## config.mk

```make
export PLATFORM = sky130hd
export DESIGN_NAME = dual_pll_control_register_bank
export DESIGN_NICKNAME = d
export VERILOG_FILES = /design/src/hdl/pll_ctrl_pkg.sv /design/src/hdl/dual_pll_control_register_bank.sv
export VERILOG_INCLUDE_DIRS = /design/src /design/src/hdl
export SDC_FILE = /design/constraint.sdc
export NUM_CORES = 1
export LEC_CHECK = 0
export BUFFER_PORTS_ARGS = -buffer_cell sky130_fd_sc_hd__buf_4
export CAP_MARGIN = 40
export CELL_PAD_IN_SITES_DETAIL_PLACEMENT = 1
export CELL_PAD_IN_SITES_GLOBAL_PLACEMENT = 1
export CORE_UTILIZATION = 33
export DETAILED_ROUTE_END_ITERATION = 16
export GPL_ROUTABILITY_DRIVEN = 1
export GPL_TIMING_DRIVEN = 0
export PLACE_DENSITY_LB_ADDON = 0.1
export SYNTH_ARGS = -nofsm -noshare
export SYNTH_HDL_FRONTEND = slang
export SYNTH_SLANG_ARGS = --single-unit
```

## constraint.sdc

```tcl
create_clock -name sys_clk -period 1.1 [get_ports sys_clk]
set_input_delay 0.165 -clock sys_clk [delete_from_list [all_inputs] [get_ports sys_clk]]
set_output_delay 0.165 -clock sys_clk [all_outputs]
set_load 0.05 [all_outputs]
```

## src/hdl/pll_ctrl_regs.svh

```systemverilog
// Register offsets, field positions and reset values of the PLL control bank
`ifndef PLL_CTRL_REGS_SVH
`define PLL_CTRL_REGS_SVH

`define ADDR_FIRST_STAGE_BYPASS_CTRL 8'h17
`define ADDR_SECOND_STAGE_BYPASS_CTRL 8'h18
`define ADDR_FIRST_STAGE_LOOP_CTRL 8'h1C
`define ADDR_FIRST_STAGE_PHASE_OFFSET_CTRL 8'h1D
`define ADDR_SECOND_STAGE_PUMP_CTRL 8'h1E

`define BIT_FIRST_STAGE_BYPASS 0
`define BIT_OSCILLATOR_RANGE_SELECT 0
`define BIT_SECOND_STAGE_BYPASS 1
`define BIT_OSCILLATOR_TUNING_POLARITY 7
`define BIT_FORCE_MIDPOINT_VOLTAGE 6
`define BIT_PHASE_SHIFT_ENABLE 5
`define CODE_MSB 4
`define CODE_LSB 0

`define RST_FIRST_STAGE_BYPASS 1'b0
`define RST_SECOND_STAGE_BYPASS 1'b0
`define RST_OSCILLATOR_RANGE_SELECT 1'b0
`define RST_OSCILLATOR_TUNING_POLARITY 1'b0
`define RST_FORCE_MIDPOINT_VOLTAGE 1'b1
`define RST_FIRST_STAGE_PUMP_CODE 5'h0F
`define RST_PHASE_SHIFT_ENABLE 1'b0
`define RST_STATIC_PHASE_SHIFT_FIELD 5'h00
`define RST_SECOND_STAGE_PUMP_CODE 5'h06

`define READ_ZERO 8'h00

`endif

```

## src/hdl/pll_ctrl_pkg.sv

```systemverilog
// Types shared by the PLL control register bank
`default_nettype none
package pll_ctrl_pkg;

	// Register access request from the serial interface
	typedef struct packed {
		logic wr_en;
		logic [7:0] addr;
		logic [7:0] wdata;
	} reg_req_t;

	// Settings handed to the analog loops
	typedef struct packed {
		logic first_stage_bypass;
		logic second_stage_bypass;
		logic oscillator_range_select;
		logic oscillator_tuning_polarity;
		logic force_midpoint_voltage;
		logic [4:0] first_stage_pump_code;
		logic phase_shift_enable;
		logic [4:0] static_phase_shift_field;
		logic [4:0] second_stage_pump_code;
	} pll_ctrl_t;

endpackage : pll_ctrl_pkg
`default_nettype wire

```

## src/hdl/dual_pll_control_register_bank.sv

```systemverilog
// Control register bank for the two-stage clock synthesizer
//
// Summary of operation
// - 0x17 bit 0 bypasses first stage, reset 0
// - 0x18 bit 1 bypasses second stage, reset 0
// - 0x18 bit 0 oscillator range, keep 0
// - 0x1C bit 7 tuning polarity, reset positive
// - 0x1C bit 6 forces midpoint, resets 1
// - 0x1C bits 4:0 first pump code, reset 15
// - 0x1D bit 5 enables phase offset, reset 0
// - 0x1D bits 4:0 offset code, reset 0
// - 0x1E bits 4:0 second pump code, reset 6
`include "pll_ctrl_regs.svh"
`default_nettype none

module dual_pll_control_register_bank (
	input wire logic sys_clk,
	input wire logic rst,
	input wire pll_ctrl_pkg::reg_req_t req,
	output var logic [7:0] rdata,
	output var pll_ctrl_pkg::pll_ctrl_t ctrl
);
	import pll_ctrl_pkg::*;

	// ********************************
	// Address decode
	// ********************************
	// A write needs strobe and select in the same cycle
	logic sel_first_bypass;
	logic sel_second_bypass;
	logic sel_loop;
	logic sel_offset;
	logic sel_second_pump;

	// Write strobes, one per register
	logic wr_first_bypass;
	logic wr_second_bypass;
	logic wr_loop;
	logic wr_offset;
	logic wr_second_pump;

	always_comb begin
		sel_first_bypass =
			(req.addr == `ADDR_FIRST_STAGE_BYPASS_CTRL);
		sel_second_bypass =
			(req.addr == `ADDR_SECOND_STAGE_BYPASS_CTRL);
		sel_loop =
			(req.addr == `ADDR_FIRST_STAGE_LOOP_CTRL);
		sel_offset =
			(req.addr == `ADDR_FIRST_STAGE_PHASE_OFFSET_CTRL);
		sel_second_pump =
			(req.addr == `ADDR_SECOND_STAGE_PUMP_CTRL);
		wr_first_bypass = req.wr_en && sel_first_bypass;
		wr_second_bypass = req.wr_en && sel_second_bypass;
		wr_loop = req.wr_en && sel_loop;
		wr_offset = req.wr_en && sel_offset;
		wr_second_pump = req.wr_en && sel_second_pump;
	end

	// ********************************
	// First stage bypass register
	// ********************************
	// Writes to other banks leave this field alone
	logic first_bypass_reg;
	logic first_bypass_next;

	always_comb begin
		first_bypass_next = first_bypass_reg;
		if (wr_first_bypass) begin
			first_bypass_next =
				req.wdata[`BIT_FIRST_STAGE_BYPASS];
		end
	end

	always_ff @(posedge sys_clk) begin
		if (rst) begin
			first_bypass_reg <= `RST_FIRST_STAGE_BYPASS;
		end else begin
			first_bypass_reg <= first_bypass_next;
		end
	end

	// ********************************
	// Second stage bypass and range register
	// ********************************
	logic second_bypass_reg;
	logic second_bypass_next;
	logic range_select_reg;
	logic range_select_next;

	// The range bit is stored as written; a 1 is software misuse
	always_comb begin
		second_bypass_next = second_bypass_reg;
		range_select_next = range_select_reg;
		if (wr_second_bypass) begin
			second_bypass_next =
				req.wdata[`BIT_SECOND_STAGE_BYPASS];
			range_select_next =
				req.wdata[`BIT_OSCILLATOR_RANGE_SELECT];
		end
	end

	always_ff @(posedge sys_clk) begin
		if (rst) begin
			second_bypass_reg <= `RST_SECOND_STAGE_BYPASS;
			range_select_reg <=
				`RST_OSCILLATOR_RANGE_SELECT;
		end else begin
			second_bypass_reg <= second_bypass_next;
			range_select_reg <= range_select_next;
		end
	end

	// ********************************
	// First stage loop register
	// ********************************
	logic polarity_reg;
	logic polarity_next;
	logic midpoint_reg;
	logic midpoint_next;
	logic [4:0] first_pump_reg;
	logic [4:0] first_pump_next;

	// Force-midpoint resets high so the oscillator starts centred
	always_comb begin
		polarity_next = polarity_reg;
		midpoint_next = midpoint_reg;
		first_pump_next = first_pump_reg;
		if (wr_loop) begin
			polarity_next =
				req.wdata[`BIT_OSCILLATOR_TUNING_POLARITY];
			midpoint_next =
				req.wdata[`BIT_FORCE_MIDPOINT_VOLTAGE];
			first_pump_next =
				req.wdata[`CODE_MSB:`CODE_LSB];
		end
	end

	always_ff @(posedge sys_clk) begin
		if (rst) begin
			polarity_reg <=
				`RST_OSCILLATOR_TUNING_POLARITY;
			midpoint_reg <=
				`RST_FORCE_MIDPOINT_VOLTAGE;
			first_pump_reg <=
				`RST_FIRST_STAGE_PUMP_CODE;
		end else begin
			polarity_reg <= polarity_next;
			midpoint_reg <= midpoint_next;
			first_pump_reg <= first_pump_next;
		end
	end

	// ********************************
	// First stage phase offset register
	// ********************************
	logic shift_enable_reg;
	logic shift_enable_next;
	logic [4:0] shift_code_reg;
	logic [4:0] shift_code_next;

	// The code is kept even while the offset is disabled
	always_comb begin
		shift_enable_next = shift_enable_reg;
		shift_code_next = shift_code_reg;
		if (wr_offset) begin
			shift_enable_next =
				req.wdata[`BIT_PHASE_SHIFT_ENABLE];
			shift_code_next =
				req.wdata[`CODE_MSB:`CODE_LSB];
		end
	end

	always_ff @(posedge sys_clk) begin
		if (rst) begin
			shift_enable_reg <= `RST_PHASE_SHIFT_ENABLE;
			shift_code_reg <=
				`RST_STATIC_PHASE_SHIFT_FIELD;
		end else begin
			shift_enable_reg <= shift_enable_next;
			shift_code_reg <= shift_code_next;
		end
	end

	// ********************************
	// Second stage pump register
	// ********************************
	logic [4:0] second_pump_reg;
	logic [4:0] second_pump_next;

	always_comb begin
		second_pump_next = second_pump_reg;
		if (wr_second_pump) begin
			second_pump_next =
				req.wdata[`CODE_MSB:`CODE_LSB];
		end
	end

	always_ff @(posedge sys_clk) begin
		if (rst) begin
			second_pump_reg <=
				`RST_SECOND_STAGE_PUMP_CODE;
		end else begin
			second_pump_reg <= second_pump_next;
		end
	end

	// ********************************
	// Read images
	// ********************************
	// Reserved bits are held at zero here, never stored
	logic [7:0] image_first_bypass;
	logic [7:0] image_second_bypass;
	logic [7:0] image_loop;
	logic [7:0] image_offset;
	logic [7:0] image_second_pump;

	always_comb begin
		image_first_bypass = `READ_ZERO;
		image_second_bypass = `READ_ZERO;
		image_loop = `READ_ZERO;
		image_offset = `READ_ZERO;
		image_second_pump = `READ_ZERO;

		image_first_bypass[`BIT_FIRST_STAGE_BYPASS] =
			first_bypass_reg;
		image_second_bypass[`BIT_SECOND_STAGE_BYPASS] =
			second_bypass_reg;
		image_second_bypass[`BIT_OSCILLATOR_RANGE_SELECT] =
			range_select_reg;
		image_loop[`BIT_OSCILLATOR_TUNING_POLARITY] =
			polarity_reg;
		image_loop[`BIT_FORCE_MIDPOINT_VOLTAGE] =
			midpoint_reg;
		image_loop[`CODE_MSB:`CODE_LSB] =
			first_pump_reg;
		image_offset[`BIT_PHASE_SHIFT_ENABLE] =
			shift_enable_reg;
		image_offset[`CODE_MSB:`CODE_LSB] =
			shift_code_reg;
		image_second_pump[`CODE_MSB:`CODE_LSB] =
			second_pump_reg;
	end

	// ********************************
	// Read data register
	// ********************************
	// One cycle of latency keeps the read path a clean flop;
	// a read in the cycle of a write still shows the old value
	logic [7:0] rdata_reg;
	logic [7:0] rdata_next;

	always_comb begin
		if (sel_first_bypass) begin
			rdata_next = image_first_bypass;
		end else if (sel_second_bypass) begin
			rdata_next = image_second_bypass;
		end else if (sel_loop) begin
			rdata_next = image_loop;
		end else if (sel_offset) begin
			rdata_next = image_offset;
		end else if (sel_second_pump) begin
			rdata_next = image_second_pump;
		end else begin
			// Other addresses belong to other banks
			rdata_next = `READ_ZERO;
		end
	end

	always_ff @(posedge sys_clk) begin
		if (rst) begin
			rdata_reg <= `READ_ZERO;
		end else begin
			rdata_reg <= rdata_next;
		end
	end

	// ********************************
	// Outputs
	// ********************************
	// Every field comes straight from its own flop
	always_comb begin
		ctrl.first_stage_bypass = first_bypass_reg;
		ctrl.second_stage_bypass = second_bypass_reg;
		ctrl.oscillator_range_select = range_select_reg;
		ctrl.oscillator_tuning_polarity = polarity_reg;
		ctrl.force_midpoint_voltage = midpoint_reg;
		ctrl.first_stage_pump_code = first_pump_reg;
		ctrl.phase_shift_enable = shift_enable_reg;
		ctrl.static_phase_shift_field = shift_code_reg;
		ctrl.second_stage_pump_code = second_pump_reg;
	end

	assign rdata = rdata_reg;

endmodule : dual_pll_control_register_bank
`default_nettype wire

```

## Word level (Yosys, flattened, before mapping)

Cells that the tools add are included.

| storage, ports and cells | value |
|---|---|
| bits in registers | 29 |
| output and inout bits | 29 |
| word-level logic and storage cells | 31 |

| cells by class | value |
|---|---|
| equal/unequal tests | 5 |
| multiplexer cells | 5 |
| reductions and logical operators | 8 |

Operators with widths:

| cell | count |
|---|---|
| $eq A8 B5 Y1 const B | 5 |
| $mux W8 | 1 |
| $mux W6 | 1 |
| $logic_and A1 B1 Y1 | 5 |
| $mux W5 | 1 |
| $reduce_or A4 Y1 | 1 |
| $reduce_or A3 Y1 | 1 |
| $mux W2 | 1 |
| $reduce_or A2 Y1 | 1 |
| $mux W1 | 1 |

## Depth between registers and ports, before layout

Gate-level depths: netlist of run 1.

| logic depth | value |
|---|---|
| depth in word-level cells | 6 |
| mapped depth | 5 |
| depth with buffers taken out | 3 |

## Worst setup path after synthesis of run 1

OpenSTA, ideal clock, no wires.

| path | value |
|---|---|
| kind | register to register |
| start | reg first_pump_reg[0] |
| end | reg rdata_reg[0] (netlist: rdata[0]) |
| arrival time | 1.102 ns |
| required time | 0.972 ns |
| slack | -0.130 ns |
| stages on the path, launching flop included | 4 |
| buffers on the path | 0 |
| clock period less this slack | 1.230 ns |
| path through | dfxtp_1 > mux2_2 > a221oi_1 > o22ai_1 |

| between the ends | value |
|---|---|
| longest elaborated chain between the ends | 3 |

Ends and longest elaborated chain:

| item | line | text |
|---|---|---|
| start: declaration | dual_pll_control_register_bank.sv:121 | `logic [4:0] first_pump_reg;` |
| start signal: assignment | dual_pll_control_register_bank.sv:145 | `first_pump_reg <=` |
| start signal: assignment | dual_pll_control_register_bank.sv:150 | `first_pump_reg <= first_pump_next;` |
| $mux W8 | dual_pll_control_register_bank.sv:258 | `end else if (sel_loop) begin` |
| $mux W2 | dual_pll_control_register_bank.sv:256 | `end else if (sel_second_bypass) begin` |
| $mux W1 | dual_pll_control_register_bank.sv:254 | `if (sel_first_bypass) begin` |
| end signal: assignment | dual_pll_control_register_bank.sv:272 | `` rdata_reg <= `READ_ZERO; `` |
| end signal: assignment | dual_pll_control_register_bank.sv:274 | `rdata_reg <= rdata_next;` |
| end: declaration | dual_pll_control_register_bank.sv:250 | `logic [7:0] rdata_reg;` |

No other way between the ends.
A chain may end at the register's enable or synchronous reset.

## Worst setup path after layout of run 1

| path | value |
|---|---|
| start | in req[13] (netlist bit) |
| end | reg first_pump_reg[3] |

| between the ends | value |
|---|---|
| longest elaborated chain between the ends | 2 |

Ends and longest elaborated chain:

| item | line | text |
|---|---|---|
| start: declaration | dual_pll_control_register_bank.sv:19 | `input wire pll_ctrl_pkg::reg_req_t req,` |
| $eq A8 B5 Y1 (no line) | -- |  |
| $logic_and A1 B1 Y1 | dual_pll_control_register_bank.sv:55 | `wr_loop = req.wr_en && sel_loop;` |

No other way between the ends.

==> results of run 1 <==
[power by group through the flow]
stage	combinational [mW]	sequential [mW]	clock, mW
5_1_grt	0.208	1.05	0.979
4_1_cts	0.184	1.05	0.922
3_5_place_dp	0.181	1.08	0
6_report	0.193	1.05	0.898
3_3_place_gp	0.177	1.08	0
2_1_floorplan	0.0891	1.08	0
[layer usage]
metal	global-route usage, %	vias to the layer above	part of all wire (%)	wire (um)
li1	-	578	-	-
met1	21.3	568	42	1600
met2	32.8	32	52	1970
met4	6.38	0	1.4	52
met5	0	-	0	0
met3	7.02	6	4.9	185
[worst max-delay path, cell delays in order]
cell and delay (ns):
buf_4 0.12, nor4b_4 0.30, buf_6 0.16, and3_4 0.17, buf_8 0.14, mux2i_2 0.21
[logic make-up (layout without fill, tap and decap cells)]
| kind of cell | after synthesis | count (layout) | synth area share (%) |
|---|---|---|---|
| buffers and inverters | 18 | 71 | 8.23 |
| muxes | 26 | 26 | 19.3 |
| AOI/OAI and AO/OA | 7 | 7 | 3.71 |
| DFF | 29 | 29 | 42.0 |
| and+or+nand+nor | 59 | 59 | 26.9 |
[worst paths after layout]
check,to,cells after the start,from
worst max-delay path,first_pump_reg[3]$_SDFFE_PP1P_,6,req[13]
worst max register to register,rdata[0]$_SDFF_PP0_,3,first_pump_reg[0]$_SDFFE_PP1P_
worst min register to register,range_select_reg$_SDFFE_PP0P_,2,range_select_reg$_SDFFE_PP0P_
worst min-delay path,midpoint_reg$_SDFFE_PP1P_,3,req[6]
[cell type report]
type	count	area, um^2	area share (%)
Clock buffer	7	86.3	4.41
Tap cell	50	62.6	3.20
Buffer	16	109	5.56
Timing Repair Buffer	46	380	19.4
Sequential cell	29	588	30.1
Multi-Input combinational cell	92	723	37.0
Inverter	2	7.51	0.384
[Yosys cell counts]
| master | instances |
|---|---|
| a21oi_1 | 1 |
| a221oi_1 | 2 |
| a22oi_1 | 3 |
| and2_1 | 1 |
| and3_1 | 6 |
| and3_4 | 1 |
| and4_1 | 1 |
| and4b_1 | 3 |
| buf_2 | 4 |
| buf_4 | 6 |
| buf_6 | 1 |
| buf_8 | 1 |
| clkbuf_1 | 4 |
| dfxtp_1 | 29 |
| inv_1 | 2 |
| mux2_2 | 5 |
| mux2i_1 | 21 |
| nand2_1 | 1 |
| nand2b_1 | 21 |
| nand3_1 | 2 |
| nand3b_1 | 1 |
| nand4_2 | 1 |
| nand4b_1 | 1 |
| nor2_1 | 16 |
| nor2b_1 | 1 |
| nor3_1 | 1 |
| nor4b_1 | 1 |
| nor4b_4 | 1 |
| o22ai_1 | 1 |
[timing repair]
action / in CTS / in global routing
cloned: 0 / 0
setup buffers: 0 / 1
resized for setup: 5 / 15
endpoints found under the setup margin: 11 / 16
hold buffers: 0 / 0
==> impl_results.md, run 1 <==
- Clk network pwr share: 41.9%
- Clock Path Buffers: 2
- Pre-Repair DR Iteration Count: 4
- Core Region: 4000 um^2
- DR vias: 1184
- Final HPWL DP: 2.84 mm
- Reg2Reg Setup Slack: 0.06 ns
- Synthesized area per cell: 9.96 um^2
- Post-Route Setup TNS: 0 ns
- Gate Count Post-Synth: 139
- Yosys cell types: 29
- Slew Viols, Final: 0
- Number of vias per cell: 4.89
- Number of antenna diodes: 0
- Clk_lat worst skew: 0.28 ns
- PortBufs: 45
- Global-route usage over all layers: 19.0%
- Initial Util: 34.6%
- Psw: 503 uW
- Critical-path maximum fanout: 7
- Placed cells: 234
- Commonest non-fill, non-tap cell in the layout: buf_4
- Pre-CTS setup slack: -0.351 ns
- Final min period: 1.07 ns
- Flop pwr share: 49.1%
- Status: finished, final reports clean
- # rows: 23
- Logic pwr share: 9.0%
- Peak supply drop: 0.000533 V
- Initial antenna violation count: 0
- Grt total ovfl: 0
- Sw Ratio: 23.5%
- P_int: 1.64 mW
- # IOs: 48
- Nets: 211
- Leakage: 0.879 nW
- Proportion of netlist area held by the largest area contributor: 42.0%
- Startpoint Class: input port
- H-Tree Depth: 2
- Hold Vio Cnt, Final: 0
- Layout cell share with drive strength beyond 1: 44.8%
- Hold WS: 0.146 ns
- Achievable frequency: 934 MHz
- Pwr Total: 2.14 mW
- Synth warnings: 0
- Post-synth top area cell: dfxtp_1
- Worst Hold Class: in2reg
- Placed Area: 1790 um^2
- Slew at the pin closest to its max-slew limit: 0.381 ns
- Fill count: 463
- Critical path endpoint category: register
- Post-route core utilization: 48.9%
- Design area: 1960 um^2
- Num CTS Buffers: 5
- Max reg flops: 8
- Clk_skew: 0.00559 ns
- Top cells by area, synth: dfxtp_1 (42%), mux2i_1 (15%), nand2b_1 (9.5%)
- Vias in the first global route: 1188
- Sequential fraction of the synthesis area: 42.0%
- Gpl congestion: 0.770
- Largest net degree at the start of global routing: 11
- Area Growth Syn to Fin: 41.4%
- Power per Cell Area: 1100 nW/um^2
- Arr. time, crit path: 1.27 ns
- Commonest cells after routing, fill and taps aside: buf_4 (45), dfxtp_1 (23), nand2b_1 (21)
- Die width: 66.8 um
- WL per Instance: 15.8 um
- CP Class: in2reg
- Post-Syn Nets: 158
- Layout Cells excl Fill: 242
- Final worst setup slack: 0.0297 ns
- Normalized max-slew margin: 74.6%
- CTS tree: yes
- Sink Count: 29
- CTS root buffer: clkbuf_8
- First-pass GRT wire length: 5.94 mm
- Die area: 4460 um^2
- DRC Markers: 0
- Max-Cap Viols: 0
- ANT nets after route: 0
- Synth Register Bits: 29
- Critical path required time: 1.30 ns
- Worst-path clk slew: 0.06 ns
- Initial DRC count: 21
- Final wirelength: 3.81 mm
- Setup violators final: 0
- Final Cycle Share: 97.3%
- Mapped Area: 1380 um^2
- Chip Height: 66.8 um
(Power assumes the default switching activity.)
==> run 2, diff against run 1 <==
--- a/config.mk
+++ b/config.mk
@@ -13,7 +13,7 @@
 export CORE_UTILIZATION = 33
 export DETAILED_ROUTE_END_ITERATION = 16
 export GPL_ROUTABILITY_DRIVEN = 1
-export GPL_TIMING_DRIVEN = 0
+export GPL_TIMING_DRIVEN = 1
 export PLACE_DENSITY_LB_ADDON = 0.1
 export SYNTH_ARGS = -nofsm -noshare
 export SYNTH_HDL_FRONTEND = slang
==> impl_results.md, run 2 (same netlist as run 1, synthesis figures left out) <==
- CTS tree: yes
- Pre-CTS setup slack: -0.223 ns
- Reg2Reg Setup Slack: 0.08 ns
- Final HPWL DP: 2.90 mm
- P_int: 1.60 mW
- RSZ-0062 raised after global routing: no
- RR Endpoint: rdata[0]$_SDFF_PP0_
- Num CTS Buffers: 5
- H-Tree Depth: 2
- Core Region: 4000 um^2
- Initial Util: 34.6%
- Arr. time, crit path: 0.88 ns
- Sw Ratio: 24.9%
- Worst r2r path cells: 3
- Max reg flops: 8
- Pwr Total: 2.13 mW
- Number of antenna diodes: 0
- Max-Cap Viols: 0
- Commonest cells after routing, fill and taps aside: buf_4 (61), dfxtp_1 (26), mux2i_1 (21), nand2b_1 (21), nor2_1 (16)
- Status: finished, final reports clean
- Crit path to: ctrl[19]
- Initial antenna violation count: 0
- Largest net degree at the start of global routing: 16
- Slew at the pin closest to its max-slew limit: 0.293 ns
- CP max stage delay: 0.38 ns
- Slew Viols, Final: 0
- Startpoint Class: register
- Setup violators final: 0
- Worst Setup SP: second_bypass_reg$_SDFFE_PP0P_
- Nets: 211
- Clk_lat worst skew: 0.28 ns
- Placed cells: 235
- Post-route core utilization: 47.8%
- Number of vias per cell: 4.77
- Grt total ovfl: 0
- Final worst setup slack: 0.0500 ns
- Normalized max-slew margin: 80.4%
- WL per Instance: 15.0 um
- Peak supply drop: 0.000664 V
- Die width: 66.8 um
- Hold WS: 0.143 ns
- Crit path depth: 1
- Critical path required time: 0.94 ns
- Worst path buffer plus inverter count: 1
- CP max-delay cell: dfxtp_1
- Commonest non-fill, non-tap cell in the layout: buf_4
- PortBufs: 47
- Worst-path cell chain: buf_4
- Vias in the first global route: 1252
- Area Growth Syn to Fin: 38.2%
- First-pass GRT wire length: 5.92 mm
- Clk_skew: 0.00182 ns
- Logic pwr share: 9.9%
- Reg-to-Reg Start: first_pump_reg[0]$_SDFFE_PP1P_
- Chip Height: 66.8 um
- Critical path endpoint category: primary output
- Leakage: 0.871 nW
- Psw: 529 uW
- Worst Hold Class: in2reg
- Initial DRC count: 25
- ANT nets after route: 0
- Fill count: 475
- CP Class: reg2out
- Final wirelength: 3.64 mm
- Final Cycle Share: 95.5%
- Critical-path maximum fanout: 3
- DRC Markers: 0
- Clk network pwr share: 40.7%
- Layout Cells excl Fill: 243
- Worst-path clk slew: 0.07 ns
- Gpl congestion: 0.771
- Worst Hold Depth: 3
- Global-route usage over all layers: 18.5%
- FF+latch area: 584 um^2
- Achievable frequency: 952 MHz
- # rows: 23
- Pre-Repair DR Iteration Count: 4
- Hold Vio Cnt, Final: 0
- Layout cell share with drive strength beyond 1: 43.5%
- Final min period: 1.05 ns
- Crit-path leading delay family: flip-flops
- CTS root buffer: clkbuf_8
- DR vias: 1159
- Sink Count: 29
- Clock Path Buffers: 2
- # IOs: 48
- Area of the multi-input gates: 703 um^2
- Flop pwr share: 49.4%
- Setup Buffers After CTS: 0
- Die area: 4460 um^2
- Power per Cell Area: 1110 nW/um^2
==> run 2: power groups by stage <==
stage               sequential (mW)  clock [mW]  combinational, mW
global placement               1.08           0              0.205
floorplan                      1.08           0             0.0891
finish                         1.05       0.865              0.210
global route                   1.05       0.963              0.228
CTS                            1.05       0.902              0.210
detailed placement             1.08           0              0.209
==> run 2: metal layers <==
metal,GRT usage (%),part of all wire (%)
met5,0,0
met3,4.62,4.8
met4,7.18,1.3
met1,20.8,43
met2,33.1,51
==> run 2: layout make-up <==
cell class	count	area share, %
repair buffers	62	24.5
clock inverters	3	0.916
flip-flops and latches	29	30.5
inverters	2	0.392
clock buffers	5	3.60
multi-input cells	92	36.8
well taps	50	3.27
==> run 2: stage by stage <==
step / setup TNS (ns) / cell area [um^2]
after floorplan: -0.152 / 1390
after detailed placement: -3.88 / 1810
after global routing: 0 / 1910
after global placement: -3.67 / 1810
final: 0 / 1910
after CTS: 0 / 1900
==> run 2: worst min path at each step <==
| stage | from | to | slack, ns |
|---|---|---|---|
| 2_1_floorplan | req[2] | shift_code_reg[2]$_SDFFE_PP0P_ | 0.32 |
| 4_1_cts | req[6] | midpoint_reg$_SDFFE_PP1P_ | 0.13 |
| 6_report | req[6] | midpoint_reg$_SDFFE_PP1P_ | 0.14 |
| 3_5_place_dp | req[6] | midpoint_reg$_SDFFE_PP1P_ | 0.44 |
| 3_3_place_gp | req[6] | midpoint_reg$_SDFFE_PP1P_ | 0.42 |
| 5_1_grt | req[6] | midpoint_reg$_SDFFE_PP1P_ | 0.15 |
==> run 2: tightest hold or removal path, cell delays in order <==
cell,delay (ns)
buf_4,0.08
nor2_1,0.03
mux2i_1,0.11
==> run 2: timing repair <==
item,CTS,global route
resized for setup,0,4
hold buffers,0,0
setup endpoints to repair,0,4
